`src/verilog/mdmia_pkg.sv`:
```
// Package: constants and types for the serial management slave
// How it works
// - Management clock may stop while bus idle
// - Data line sampled on clock rising edge
// - Answer only own strapped 4-bit address
// - Register field picks one of 32 registers
// - Frame starts with 01 after idle high
// - Read: release, drive zero, then 16 bits
// - Control at 0xd, address/data at 0xe
// - Only select codes 11111 and 00001 served
// - Other select codes: address/data access ignored
// - Control bits 15:14 choose access function
// - Address function touches pointer, not registers
// - Function 01 keeps pointer unchanged
// - Function 10 increments after reads and writes
// - Function 11 increments after writes only
package mdmia_pkg;
  localparam logic [4:0]  MDMIA_OFS_CTRL    = 5'h0d;
  localparam logic [4:0]  MDMIA_OFS_ADDDATA = 5'h0e;
  localparam logic [4:0]  MDMIA_SEL_VENDOR  = 5'h1f;
  localparam logic [4:0]  MDMIA_SEL_PMA     = 5'h01;
  localparam logic [1:0]  MDMIA_OP_READ     = 2'h2;
  localparam logic [1:0]  MDMIA_OP_WRITE    = 2'h1;
  localparam logic [15:0] MDMIA_CTRL_RST    = 16'h0000;
  localparam logic [15:0] MDMIA_PTR_RST     = 16'h0000;
  localparam int          MDMIA_FUNC_HI     = 15;
  localparam int          MDMIA_FUNC_LO     = 14;
  localparam int          MDMIA_SYNC_STAGES = 2;

  typedef enum logic [1:0] {
    MDMIA_FN_ADDR,
    MDMIA_FN_DATA,
    MDMIA_FN_INC_RW,
    MDMIA_FN_INC_WR
  } mdmia_func_t;

  // One finished register access decoded from a frame
  typedef struct packed {
    logic        wr;
    logic [4:0]  reg_addr;
    logic [15:0] wdata;
  } mdmia_req_t;
endpackage

```
`src/verilog/mdmia_sync.sv`:
```
// Two-flop synchroniser per bit
`timescale 1ns/1ns
module mdmia_sync
  import mdmia_pkg::*;
#(
  parameter int WIDTH = 1
)(
  input  wire logic             clk_in,
  input  wire logic [WIDTH-1:0] d_in,
  output logic      [WIDTH-1:0] q_out
);
  logic [WIDTH-1:0] meta_ff;
  logic [WIDTH-1:0] q_ff;

  always_ff @(posedge clk_in)
  begin
    meta_ff <= d_in;
    q_ff    <= meta_ff;
  end

  assign q_out = q_ff;
endmodule

```
`src/verilog/mdmia_ext_regs.sv`:
```
// Extended register sets behind the indirect access path
`timescale 1ns/1ns
module mdmia_ext_regs
  import mdmia_pkg::*;
#(
  parameter int DEPTH = 32
)(
  input  wire logic        clk_in,
  input  wire logic        rst_in,
  // Access
  input  wire logic        we_in,
  input  wire logic        set_in,
  input  wire logic [15:0] addr_in,
  input  wire logic [15:0] wdata_in,
  output logic      [15:0] rdata_out
);
  localparam int AW = $clog2(DEPTH);
  initial
  begin
    if (DEPTH < 2 || DEPTH > 65536)
      $error("mdmia_ext_regs: DEPTH out of range");
  end

  logic [15:0] vend_mem [DEPTH];
  logic [15:0] pma_mem  [DEPTH];
  wire  [AW-1:0] idx = addr_in[AW-1:0];

  // Contents are kept small here; upper pointer bits alias
  always_ff @(posedge clk_in)
  begin
    if (we_in && set_in)
      pma_mem[idx] <= wdata_in;
    else if (we_in)
      vend_mem[idx] <= wdata_in;
  end

  assign rdata_out = set_in ? pma_mem[idx] : vend_mem[idx];
endmodule

```
`src/verilog/mdmia_top.sv`:
```
// Serial management slave with indirect extended register access
`timescale 1ns/1ns
module mdmia_top
  import mdmia_pkg::*;
#(
  parameter int EXT_DEPTH = 32
)(
  // Clock and reset
  input  wire logic       CLK_IN,
  input  wire logic       RST_IN,
  // Address straps
  input  wire logic [3:0] PHY_BUS_ADDRESS_PINS_IN,
  // Management link
  input  wire logic       MDC_IN,
  input  wire logic       MDIO_IN,
  output logic            MDIO_OUT,
  output logic            MDIO_OE_OUT
);
  // Depth must cover two words and fit the 16-bit pointer
  initial
  begin
    if (EXT_DEPTH < 2)
      $error("mdmia_top: EXT_DEPTH too small");
    if (EXT_DEPTH > 65536)
      $error("mdmia_top: EXT_DEPTH too large");
  end

  typedef enum logic [2:0] {
    S_IDLE, S_START, S_HDR, S_TA, S_DATA
  } mdmia_state_t;

  // Synchronise link pins and straps
  logic [5:0] sync_q;
  mdmia_sync #(.WIDTH(6)) u_sync (
    .clk_in (CLK_IN),
    .d_in   ({PHY_BUS_ADDRESS_PINS_IN, MDC_IN, MDIO_IN}),
    .q_out  (sync_q)
  );
  wire       mdc_s  = sync_q[1];
  wire       mdio_s = sync_q[0];
  wire [3:0] pins_s = sync_q[5:2];

  // Edge detect and own address
  logic         mdc_d_ff;
  logic [3:0]   phy_addr_ff;
  logic         strap_done_ff;
  // Frame decoder
  mdmia_state_t state_ff;
  logic [4:0]   cnt_ff;
  logic [13:0]  hdr_ff;
  logic [15:0]  data_ff;
  logic         hit_ff;
  // Indirect access registers
  logic [15:0]  ctrl_ff;
  logic [15:0]  ptr_ff;
  // Read drive
  logic [15:0]  rd_sh_ff;
  logic         out_ff;
  logic         oe_ff;

  // Edges found by sampling
  // A stopped clock simply yields no edges, so nothing times out
  // Rising edge samples data
  wire rise = mdc_s & ~mdc_d_ff;
  wire fall = ~mdc_s & mdc_d_ff;

  wire [1:0] f_op   = hdr_ff[11:10];
  wire [4:0] f_phy  = hdr_ff[9:5];
  wire [4:0] f_reg  = hdr_ff[4:0];
  wire       f_rd   = (f_op == MDMIA_OP_READ);
  wire       f_wr   = (f_op == MDMIA_OP_WRITE);
  wire       addr_ok = (f_phy[3:0] == phy_addr_ff) & (f_phy[4] == 1'b0);

  // Indirect path decode
  // Function field
  wire [1:0] func_w   = ctrl_ff[MDMIA_FUNC_HI:MDMIA_FUNC_LO];
  wire [4:0] sel_w    = ctrl_ff[4:0];
  wire       sel_pma  = (sel_w == MDMIA_SEL_PMA);
  wire       sel_ok   = (sel_w == MDMIA_SEL_VENDOR) | sel_pma;
  wire       is_addr  = (func_w == 2'(MDMIA_FN_ADDR));
  wire [15:0] ext_rd;

  // Completed access at end of the data field
  wire       data_last = (state_ff == S_DATA) & (cnt_ff == 5'd15);
  wire       acc_done  = rise & data_last & hit_ff;
  mdmia_req_t req;
  assign req.wr       = f_wr;
  assign req.reg_addr = f_reg;
  assign req.wdata    = {data_ff[14:0], mdio_s};
  wire       ad_acc   = acc_done & (req.reg_addr == MDMIA_OFS_ADDDATA) & sel_ok;
  wire       ext_we   = ad_acc & req.wr & ~is_addr;
  wire       ptr_wr   = ad_acc & req.wr & is_addr;
  wire       ptr_inc  = ad_acc & ~is_addr &
                        ((func_w == 2'(MDMIA_FN_INC_RW)) |
                         ((func_w == 2'(MDMIA_FN_INC_WR)) & req.wr));
  wire       ctrl_wr  = acc_done & req.wr & (req.reg_addr == MDMIA_OFS_CTRL);

  // Address path also carries the new pointer while it is written
  mdmia_ext_regs #(.DEPTH(EXT_DEPTH)) u_ext (
    .clk_in    (CLK_IN),
    .rst_in    (RST_IN),
    .we_in     (ext_we),
    .set_in    (sel_pma),
    .addr_in   (ptr_wr ? req.wdata : ptr_ff),
    .wdata_in  (req.wdata),
    .rdata_out (ext_rd)
  );

  // Read value selection for the 32 direct registers
  // Direct register select
  logic [15:0] rd_val;
  always_comb
  begin
    // Unimplemented registers read zero
    rd_val = 16'h0000;
    if (f_reg == MDMIA_OFS_CTRL)
      rd_val = ctrl_ff;
    else if (f_reg == MDMIA_OFS_ADDDATA)
    begin
      // Pointer or selected extended register
      // Ignored select reads zero
      if (!sel_ok)
        rd_val = 16'h0000;
      else if (is_addr)
        rd_val = ptr_ff;
      else
        rd_val = ext_rd;
    end
  end

  // Strap capture after reset release
  // Address latched at reset
  always_ff @(posedge CLK_IN)
  begin
    if (RST_IN)
      strap_done_ff <= 1'b0;
    else
      strap_done_ff <= 1'b1;
  end

  always_ff @(posedge CLK_IN)
  begin
    // Latch own address once after reset
    if (!strap_done_ff)
      phy_addr_ff <= pins_s;
  end

  always_ff @(posedge CLK_IN)
  begin
    // Reset low matches an idle stopped clock, so no false edge
    if (RST_IN)
      mdc_d_ff <= 1'b0;
    else
      mdc_d_ff <= mdc_s;
  end

  // Frame sequencer
  // Frames to other devices still run the counter, keeping step
  always_ff @(posedge CLK_IN)
  begin
    // Held idle until the address is latched
    if (RST_IN || !strap_done_ff)
    begin
      state_ff <= S_IDLE;
      cnt_ff   <= 5'd0;
      hdr_ff   <= 14'h0000;
      data_ff  <= 16'h0000;
      hit_ff   <= 1'b0;
    end
    else if (rise)
    begin
      unique case (state_ff)
        S_IDLE:
        begin
          if (!mdio_s)
            state_ff <= S_START;
        end
        S_START:
        begin
          cnt_ff   <= 5'd0;
          state_ff <= mdio_s ? S_HDR : S_START;
        end
        S_HDR:
        begin
          hdr_ff <= {hdr_ff[12:0], mdio_s};
          cnt_ff <= cnt_ff + 5'd1;
          if (cnt_ff == 5'd11)
          begin
            state_ff <= S_TA;
            cnt_ff   <= 5'd0;
          end
        end
        S_TA:
        begin
          cnt_ff <= cnt_ff + 5'd1;
          if (cnt_ff == 5'd0)
            hit_ff <= addr_ok & (f_rd | f_wr);
          else
          begin
            state_ff <= S_DATA;
            cnt_ff   <= 5'd0;
          end
        end
        S_DATA:
        begin
          data_ff <= req.wdata;
          cnt_ff  <= cnt_ff + 5'd1;
          if (cnt_ff == 5'd15)
          begin
            state_ff <= S_IDLE;
            hit_ff   <= 1'b0;
          end
        end
        default:
          state_ff <= S_IDLE;
      endcase
    end
  end

  // Control holds unless written
  wire [15:0] nxt_ctrl = ctrl_wr ? req.wdata : ctrl_ff;
  wire [15:0] nxt_ptr  = ptr_wr  ? req.wdata :
                         ptr_inc ? ptr_ff + 16'h0001 : ptr_ff;

  always_ff @(posedge CLK_IN)
  begin
    if (RST_IN)
      ctrl_ff <= MDMIA_CTRL_RST;
    else
      ctrl_ff <= nxt_ctrl;
  end

  // Pointer is shared by both sets; switching set keeps it
  always_ff @(posedge CLK_IN)
  begin
    if (RST_IN)
      ptr_ff <= MDMIA_PTR_RST;
    else
      ptr_ff <= nxt_ptr;
  end

  wire ta_drive   = (state_ff == S_TA) & (cnt_ff == 5'd1) & hit_ff & f_rd;
  wire data_drive = (state_ff == S_DATA) & oe_ff;

  // Read driver changes on falling edge so data is stable at rising edge
  always_ff @(posedge CLK_IN)
  begin
    if (RST_IN)
    begin
      oe_ff    <= 1'b0;
      out_ff   <= 1'b1;
      rd_sh_ff <= 16'h0000;
    end
    else if (fall)
    begin
      if (ta_drive)
      begin
        oe_ff    <= 1'b1;
        out_ff   <= 1'b0;
        rd_sh_ff <= rd_val;
      end
      else if (data_drive)
      begin
        out_ff   <= rd_sh_ff[15];
        rd_sh_ff <= {rd_sh_ff[14:0], 1'b0};
      end
      else
      begin
        // Write frames and idle never drive
        oe_ff  <= 1'b0;
        out_ff <= 1'b1;
      end
    end
  end

  // Outputs come straight from flip-flops
  assign MDIO_OUT    = out_ff;
  assign MDIO_OE_OUT = oe_ff;
endmodule

```
`config.mk`:
```
export PLATFORM = sky130hd
export DESIGN_NAME = mdmia_top
export DESIGN_NICKNAME = d
export VERILOG_FILES = /design/src/verilog/mdmia_pkg.sv /design/src/verilog/mdmia_sync.sv /design/src/verilog/mdmia_ext_regs.sv /design/src/verilog/mdmia_top.sv
export SDC_FILE = /design/constraint.sdc
export NUM_CORES = 1
export LEC_CHECK = 0
export BUFFER_PORTS_ARGS = -buffer_cell sky130_fd_sc_hd__clkbuf_2
export CAP_MARGIN = 20
export CELL_PAD_IN_SITES_DETAIL_PLACEMENT = 1
export CELL_PAD_IN_SITES_GLOBAL_PLACEMENT = 2
export CORE_MARGIN = 2
export CORE_UTILIZATION = 36
export DETAILED_ROUTE_END_ITERATION = 7
export PLACE_DENSITY_LB_ADDON = 0.1
export REMOVE_ABC_BUFFERS = 1
export SYNTH_ARGS = -nofsm -noshare
export SYNTH_HDL_FRONTEND = slang
export SYNTH_SLANG_ARGS = --single-unit
```
`constraint.sdc`:
```
create_clock -name CLK_IN -period 8.6 [get_ports CLK_IN]
set_clock_uncertainty 0.05 [all_clocks]
set_input_delay 2.15 -clock CLK_IN [delete_from_list [all_inputs] [get_ports CLK_IN]]
set_output_delay 2.15 -clock CLK_IN [all_outputs]
set_load 0.01 [all_outputs]
```
Word level (Yosys, flattened, before mapping) --
Memory sizes are Yosys's and may differ from the RTL's. Cells that the tools add are included.
Cells by class: $add $sub $neg 2, equality and inequality tests 22, mux-type cells 32, bitwise logic cells 28, reduce and logical (&&, ||, !) cells 17
Operators with widths (count):
- 16-bit 2-to-1 mux | 9
- 1-bit AND | 21
- 5-bit by 4-bit == test with 1-bit output, second input constant | 4
- 5-bit case mux with 4 select lines | 1
- 16-bit by 1-bit adder with 16-bit output, second input constant | 1
- 5-bit 2-to-1 mux | 3
- 3-bit case mux with 5 select lines | 1
- 1-bit 2-to-1 mux | 12
- 3-bit 2-to-1 mux | 4
- 2-bit inequality test, second input constant | 6
- 5-bit by 1-bit == test with 1-bit output, second input constant | 2
- 2-bit AND reduction | 5
- 2-bit == test, second input constant | 3
- 3-bit by 2-bit == test with 1-bit output, second input constant | 2
- 2-bit nonzero test | 3
- 5-bit by 1-bit adder with 5-bit output, second input constant | 1
- 5-bit == test, second input constant | 1
- 5-bit logical NOT | 1
- 5-bit AND reduction | 1
- 4-bit == test | 1
- 1-bit NOT | 4
- 4-bit AND reduction | 1
- 4-bit nonzero test | 1
- 3-bit by 1-bit == test with 1-bit output, second input constant | 1
- other kinds (10) | 12
Word-level totals: register bits 104, bits in writable memories 1024, input bits 8, logic and storage cells 118, memories kept 2
Memory list:
- u_ext.pma_mem | depth 32, bits a word 16, read ports 1, clocked after Yosys merged registers in 0, wr ports 1, RTL line mdmia_ext_regs.sv:25 | logic [15:0] pma_mem [DEPTH];
- u_ext.vend_mem | depth 32, bits a word 16, read ports 1, clocked after Yosys merged registers in 0, wr ports 1, RTL line mdmia_ext_regs.sv:24 | logic [15:0] vend_mem [DEPTH];

Longest topological paths before layout --
Gate-level depths: netlist (run 1). An unclocked memory read counts as a cell.
depth in word-level cells 16, gate-level depth with buffers 17, gate-level depth less buffers 12

Cells and area by module --
From an unflattened synthesis (run 1), not the netlist that was laid out.
Second synthesis, totals: cells, all modules 2408, area total of the unflattened synthesis 44137.3 sq um
By module, submodules not included:
- mdmia_ext_regs | times used 1, cells each 1797, area an instance 39162.6 sq um, seq. area each 30749.5 sq um
- mdmia_top | times used 1, cells each 599, area an instance 4734.5 sq um, seq. area each 1881.8 sq um
- mdmia_sync | times used 1, cells each 12, area an instance 240.2 sq um, seq. area each 240.2 sq um

Worst setup path after synthesis (run 1) --
Ideal clock, no wire load.
path type register -> register, start register cnt_ff[0], end memory u_ext.pma_mem[10][0], enable pin, library setup time 389 ps, arrival time 3503 ps, setup slack 4659 ps, stages on the path, launching flop included 15, buffers on the path 5, clock period less this slack 3941 ps, cells stage by stage dfxtp_1 -> ha_1 -> and3_1 -> ha_1 -> and3_1 -> nand3_2 -> o21ai_2 -> and2_1 -> buf_2 -> buf_4 -> buf_2 -> buf_2 -> buf_2 -> nand4_1 -> nor2_1
Between the ends: longest elaborated chain between the ends 11
RTL lines:
- start: declaration | RTL line mdmia_top.sv:49 | logic [4:0] cnt_ff;
- start signal: assignment | RTL line mdmia_top.sv:186 | cnt_ff <= cnt_ff + 5'd1;
- start signal: assignment | RTL line mdmia_top.sv:195 | cnt_ff <= cnt_ff + 5'd1;
- start signal: assignment | RTL line mdmia_top.sv:207 | cnt_ff <= cnt_ff + 5'd1;
- 5-bit by 4-bit == test with 1-bit output * | RTL line mdmia_top.sv:84 | wire data_last = (state_ff == S_DATA) & (cnt_ff == 5'd15);
- 1-bit AND * | RTL line mdmia_top.sv:84
- 1-bit AND * (2 in series) | RTL line mdmia_top.sv:85 | wire acc_done = rise & data_last & hit_ff;
- 1-bit AND * (2 in series) | RTL line mdmia_top.sv:90 | wire ad_acc = acc_done & (req.reg_addr == MDMIA_OFS_ADDDATA) & sel_ok;
- 1-bit AND * | RTL line mdmia_top.sv:91, mdmia_top.sv:92
- 1-bit AND | RTL line mdmia_top.sv:91 | wire ext_we = ad_acc & req.wr & ~is_addr;
- 1-bit logical AND | RTL line mdmia_ext_regs.sv:31 | if (we_in && set_in)
- 1-bit 2-to-1 mux | RTL line mdmia_ext_regs.sv:31
- 1-bit 2-to-1 mux (not written as such) | RTL line mdmia_ext_regs.sv:32 | pma_mem[idx] <= wdata_in;
- end: declaration | RTL line mdmia_ext_regs.sv:25
Every way passes the cells marked *; elsewhere a longest branch is shown, timed or not.

Worst setup path in the final report (run 1) --
start register cnt_ff[0], end register rd_sh_ff[1]
Between the ends: longest elaborated chain between the ends 16
RTL lines:
- 5-bit by 4-bit == test with 1-bit output | RTL line mdmia_top.sv:84
- 1-bit AND | RTL line mdmia_top.sv:84
- 1-bit AND (2 in series) | RTL line mdmia_top.sv:85
- 1-bit AND (2 in series) | RTL line mdmia_top.sv:90
- 1-bit AND (2 in series) | RTL line mdmia_top.sv:92 | wire ptr_wr = ad_acc & req.wr & is_addr;
- 5-bit 2-to-1 mux | RTL line mdmia_top.sv:104 | .addr_in (ptr_wr ? req.wdata : ptr_ff),
- memory read 32 x 16 bit, on equally long branches
- 16-bit 2-to-1 mux | RTL line mdmia_ext_regs.sv:37 | assign rdata_out = set_in ? pma_mem[idx] : vend_mem[idx];
- 16-bit 2-to-1 mux | RTL line mdmia_top.sv:124 | else if (is_addr)
- 16-bit 2-to-1 mux | RTL line mdmia_top.sv:122 | if (!sel_ok)
- 16-bit 2-to-1 mux | RTL line mdmia_top.sv:118 | else if (f_reg == MDMIA_OFS_ADDDATA)
- 16-bit 2-to-1 mux | RTL line mdmia_top.sv:116 | if (f_reg == MDMIA_OFS_CTRL)
- 16-bit 2-to-1 mux | RTL line mdmia_top.sv:256 | if (ta_drive)
- end signal: assignment | RTL line mdmia_top.sv:260 | rd_sh_ff <= rd_val;
- end signal: assignment | RTL line mdmia_top.sv:265 | rd_sh_ff <= {rd_sh_ff[14:0], 1'b0};
- end: declaration | RTL line mdmia_top.sv:57 | logic [15:0] rd_sh_ff;
Several ways; a longest one is shown, not always the timed one. A chain may end at the register's enable or synchronous reset.

==> results of run 1 <==
## kinds of logic after synthesis
kind of cell / share of synthesized area (%)
AND/OR/NAND/NOR: 12.2
flip-flops: 73.5
AO/OA/AOI/OAI: 9.06
buffers and inverters: 2.32
multiplexers: 2.58
XOR/XNOR: 0.215
adder cells (fa/ha/maj): 0.196
## state kept, by name, summed over array words and instances, names as in the netlist, 3 cells and up
register and count:
rd_sh_ff 16, cnt_ff 5, ptr_ff 16, ctrl_ff 16, state_ff 3, u_sync.meta_ff 6, hdr_ff 12, u_sync.q_out 6
u_ext.pma_mem 512, data_ff 15, u_ext.vend_mem 512, phy_addr_ff 4
## area by class of cell
class | instances | area share [%]
multi-input cells | 1984 | 21.9
diodes | 2 | 0.00979
well taps | 1637 | 4.01
inverters | 14 | 0.103
flip-flops and latches | 1128 | 64.4
repair buffers | 124 | 2.27
clock buffers | 158 | 6.31
clock inverters | 64 | 1.08
## metrics by stage
| step | power, mW | setup WS [ns] |
|---|---|---|
| floorplan | 6.03 | -2.30 |
| global placement | 6.04 | 2.55 |
| detailed placement | 6.04 | 2.55 |
| CTS | 11.1 | 2.54 |
| global route | 11.3 | 2.39 |
| finish | 11.0 | 2.52 |
## per-layer routing
| metal | GRT usage [%] | wire (um) | vias to the layer above |
|---|---|---|---|
| li1 | - | - | 12700 |
| met1 | 40.4 | 79300 | 16000 |
| met2 | 41.1 | 77000 | 1263 |
| met3 | 4.06 | 12200 | 276 |
| met4 | 9.76 | 6280 | 2 |
| met5 | 0 | 11 | - |
## worst max path at each step
| stage | endpoint | cells after the start | from | slack (ns) |
|---|---|---|---|---|
| 6_report | rd_sh_ff[1] | 14 | cnt_ff[0] | 2.52 |
| 4_1_cts | rd_sh_ff[0] | 14 | cnt_ff[0] | 2.54 |
| 2_1_floorplan | u_ext.vend_mem[30][0] | 9 | cnt_ff[0] | -2.30 |
| 3_5_place_dp | rd_sh_ff[0] | 14 | cnt_ff[0] | 2.55 |
| 3_3_place_gp | rd_sh_ff[0] | 14 | cnt_ff[0] | 2.55 |
| 5_1_grt | rd_sh_ff[0] | 14 | cnt_ff[0] | 2.39 |
## layout by cell type, fill, tap and decap left out, types with 80 or more instances in the layout
master	count
edfxtp_1	1028
nand2_1	742
a21oi_1	240
nand3_1	138
clkbuf_16	122
mux2i_1	112
buf_4	93
nor2_1	90
dfxtp_1	84
a32oi_1	80
## report_power, final
part	internal (mW)	switching (mW)	total, mW
clock network	2.87	2.21	5.08
logic	0.00479	0.0181	0.0229
registers	5.90	0.00559	5.90
total	8.77	2.23	11.0
==> results.yml, run 1 <==
synthesis:
  syn_avg_cell_area_um2: 13.4
  synth_top_area_share_pct: 69.0
  ys_seq_elements: 1128
  synth.distinct_cells: 76
  synth_ff_type: "edfxtp_1"
  netlist_area_mm2: 0.0447
  synth_edf_count: 1028
  synthTopCellsByArea: "edfxtp_1 69%, nand2_1 6.2%, dfxtp_1 4.5%"
  syn_inst: 3332
  yosys_warnings: 0
  async_flop_share_pct: 0
  netlist_top_cells_count: "1028 x edfxtp_1, 743 x nand2_1, 241 x a21oi_1"
  yosysTopAreaCell: "edfxtp_1"
  ys_seq_area_share_pct: 73.5
  synth.most_common_cell: "edfxtp_1"
setup_path:
  cp_max_fo: 100
  r2r-start: "cnt_ff[0]"
  r2r-end: "rd_sh_ff[1]"
  endpoint_kind: "flop"
  start_kind: "flop"
  crit_chain: "ha_1 > and3_1 > ha_1 > and3_1 > and3_1 > buf_4 > nand3_1 > nand2_8 > buf_12 > a21oi_1 > a2111oi_0 > nand4_1 > nor3_1 > or3_1"
  cp_slowest_cell: "a2111oi_0"
  arrival_ns: 6.72
  cpLargestDelayFamily: "simple AND/OR/NAND/NOR gates"
  cp_data_required_time_ns: 9.24
  reg2reg_depth: 14
  crit_buf_inv: 2
  r2r_slack_ns: 2.52
  critical_path.max_stage_delay_ns: 1.02
  path_common_cell: "and3_1"
  critPathKind: "flop to flop"
floorplanning:
  ios: 10
  core-area_mm2: 0.123
  initial_core_util_pct: 36.2
  dieHeight_um: 357
  rows: 129
  die_area_mm2: 0.127
  die_w_um: 357
clocking:
  clock_latency_ns: 0.76
  htree_levels: 3
  clk_pin_slew_ns: 0.06
  cts_tree: "built"
  cts_buffer_depth: 3
  cts-root-buf: "clkbuf_16"
  cts-buffers-inserted: 120
  cts_num_sinks: 1128
  hold_buffers: 0
  cts_resized: 0
  post_cts_buffers: 0
global_route:
  gr-total-overflow: 0
  grt_pass1_wl_mm: 243
  grt_max_degree: 118
  antenna_found_initial: 8
  grt_pass1_vias: 30000
  track_usage_pct: 27.4
sta:
  whs_ns: 0.279
  worstMarginPinSlew_ns: 1.20
  rsz0062_at_grt: "no"
  fmax_mhz: 164
  finalSetupViolCount: 0
  relSlewSlack_pct: 19.8
  fin_crit_sh_pct: 70.8
  hold_violations: 0
  drv_slew: 0
  tns_ns: 0
  min_period_ns: 6.08
hold_path:
  hold_depth: 0
  whs_endpoint: "u_sync.q_out[1]"
  hold_class: "flop to flop"
  hold_path.startpoint: "u_sync.meta_ff[1]"
route:
  initialDrtViolationCount: 3628
  vias: 30300
  routed_wl_mm: 175
  firstDrtPassIters: 5
  viasPerCell: 5.92
  ant_nets: 0
  wl_per_cell_um: 34.2
  drc: 0
cells_and_area:
  fin_area_mm2: 0.0511
  utilization_pct: 41.4
  area_growth_syn_to_layout_pct: 14.3
  drive_above_1_share_pct: 11.9
  final_nets: 3387
  multiInputGateArea_mm2: 0.0112
  seqCellArea_mm2: 0.0329
  fillCellCount: 12600
  layoutNonFillerInstCount: 5111
pwr:
  power.density_mw_per_mm2: 215
  p_leak_nw: 15.0
  ir_worst_vdd_mv: 0.164
flow_run:
  max_cap_viol_count: 0
place:
  dp.cells: 4883
  routabilityCongestion: 0.885
  port_buffers: 9
  placed_cell_area_mm2: 0.0473
  hpwl_mm: 111
status:
  status: "completed"
Power figures use the tool's default switching activity.
==> inputs of run 2 (changes only) <==
clock period = 5.75 ns   (was 8.6 ns; I/O delays follow)
==> run 2 against run 1 <==
Die area is the same. Final cell count is 2.0% higher. Worst hold slack got worse by 0.0043 ns. Global-route usage up 0.79 points. Clock power rose by 58%. Via count increased by 2.2%. Flip-flop and latch count stayed put. Core utilization is 0.72 points higher. Sequential share of layout area is 1.1 points lower. Total power rose by 54%. First-iteration DRC count increased by 10%. Critical endpoint is now rd_sh_ff[13]. Largest cell class unchanged. Highest routed layer unchanged.
==> results.yml, run 2 (synthesis gave the netlist of run 1 again) <==
cells_and_area:
  area_growth_syn_to_layout_pct: 16.2
  utilization_pct: 42.1
  fillCellCount: 12600
  drive_above_1_share_pct: 14.4
  fin_area_mm2: 0.0520
  most-common-layout-cells: "1028 x edfxtp_1, 742 x nand2_1, 240 x a21oi_1"
  biggestRegsByFlops: "u_ext.pma_mem x512, u_ext.vend_mem x512"
  final_nets: 3484
  final_common_cell: "edfxtp_1"
clocking:
  htree_levels: 4
  cts-buffers-inserted: 130
  cts_buffer_depth: 3
  cts_resized: 0
  clk_pin_slew_ns: 0.06
  cts_tree: "built"
  hold_buffers: 0
  cts-root-buf: "clkbuf_16"
  clock_latency_ns: 0.77
  post_cts_buffers: 0
  cts_num_sinks: 1128
setup_path:
  r2r-start: "cnt_ff[0]"
  start_kind: "flop"
  r2r-end: "rd_sh_ff[13]"
  endpoint_kind: "flop"
  arrival_ns: 6.26
  critical_path.max_stage_delay_ns: 1.09
  crit_chain: "ha_1 > and3_1 > ha_1 > and3_1 > nand3_2 > o21ai_2 > and2_4 > buf_4 > a21oi_1 > a22oi_1 > nand4_1 > nor4_1 > or3_1"
  cp_slowest_cell: "nor4_1"
  critPathLaunch: "cnt_ff[0]"
  critPathKind: "flop to flop"
  r2r_slack_ns: 0.15
  reg2reg_depth: 13
  cp_data_required_time_ns: 6.41
  cp_max_fo: 52
route:
  ant_nets: 0
  initialDrtViolationCount: 4003
  wl_per_cell_um: 34.5
  viasPerCell: 5.93
  routed_wl_mm: 180
  drc: 0
  vias: 30900
  firstDrtPassIters: 7
floorplanning:
  initial_core_util_pct: 36.2
  die_w_um: 357
  die_area_mm2: 0.127
  dieHeight_um: 357
  ios: 10
  core-area_mm2: 0.123
  rows: 129
global_route:
  grt_pass1_wl_mm: 248
  gr-total-overflow: 0
  grt_pass1_vias: 30600
  antenna_found_initial: 19
  grt_max_degree: 69
  track_usage_pct: 28.2
hold_path:
  hold_depth: 0
  hold_path.startpoint: "u_sync.meta_ff[0]"
  whs_endpoint: "u_sync.q_out[0]"
  hold_class: "flop to flop"
place:
  port_buffers: 9
  routabilityCongestion: 0.884
  place_ws_ns: 0.380
  placed_cell_area_mm2: 0.0479
  hpwl_mm: 115
sta:
  fmax_mhz: 179
  worstMarginPinSlew_ns: 1.28
  hold_violations: 0
  fin_crit_sh_pct: 97.4
  fin_ws_ns: 0.150
  min_period_ns: 5.60
  drv_slew: 0
  finalSetupViolCount: 0
  tns_ns: 0
  relSlewSlack_pct: 14.4
  rsz0062_at_grt: "no"
pwr:
  finalPower_mw: 16.9
  power.density_mw_per_mm2: 325
  p_leak_nw: 15.6
  ir_worst_vdd_mv: 0.274
flow_run:
  max_cap_viol_count: 0
status:
  status: "completed"
## run 2: where the power goes
group	leakage (nW)	internal [mW]	switching, mW
combinational	5.25	0.00808	0.0280
sequential	8.35	8.82	0.00838
clock	2.00	4.62	3.42
## run 2: worst max path at each step
stage	end	slack, ns	cells past startpoint
2_1_floorplan	u_ext.vend_mem[30][0]	-5.15	9
3_3_place_gp	rd_sh_ff[7]	0.32	15
3_5_place_dp	rd_sh_ff[13]	0.38	13
4_1_cts	rd_sh_ff[13]	0.35	13
5_1_grt	rd_sh_ff[13]	0.15	13
6_report	rd_sh_ff[13]	0.15	13
## run 2: layout make-up
| type | instances | area (um^2) | share of cell area, % |
|---|---|---|---|
| clock inverter | 71 | 583 | 1.12 |
| multi-input combinational | 1984 | 11200 | 21.5 |
| clock buffer | 166 | 3490 | 6.70 |
| tap | 1637 | 2050 | 3.94 |
| timing repair buffer | 211 | 1760 | 3.38 |
| sequential | 1128 | 32900 | 63.3 |
| antenna | 4 | 10.0 | 0.0192 |
| inverter | 14 | 52.6 | 0.101 |
## run 2: critical path: cells and delay by family, from the launching register on
family / cells / cell delay [ns]
and+or+nand+nor: 7 / 3.08
adders and majority gates: 2 / 0.51
AOI/OAI and AO/OA: 3 / 0.98
DFF: 1 / 0.42
buffers and inverters: 1 / 0.47
## run 2: routing by layer
metal	vias up	wire length, um	track usage [%]	share of wire, %
met5	-	57	0	0.032
met2	1364	79400	42.1	44
met4	10	6050	9.41	3.4
li1	12900	-	-	-
met3	269	14300	4.87	8.0
met1	16400	80100	41.4	45
## run 2: stage by stage
step                      std cells  hold slack [ns]
after floorplan                3126            0.260
after global placement         4968            0.260
after detailed placement       4972            0.266
after CTS                      5209            0.277
after global routing           5211            0.286
final                          5215            0.275
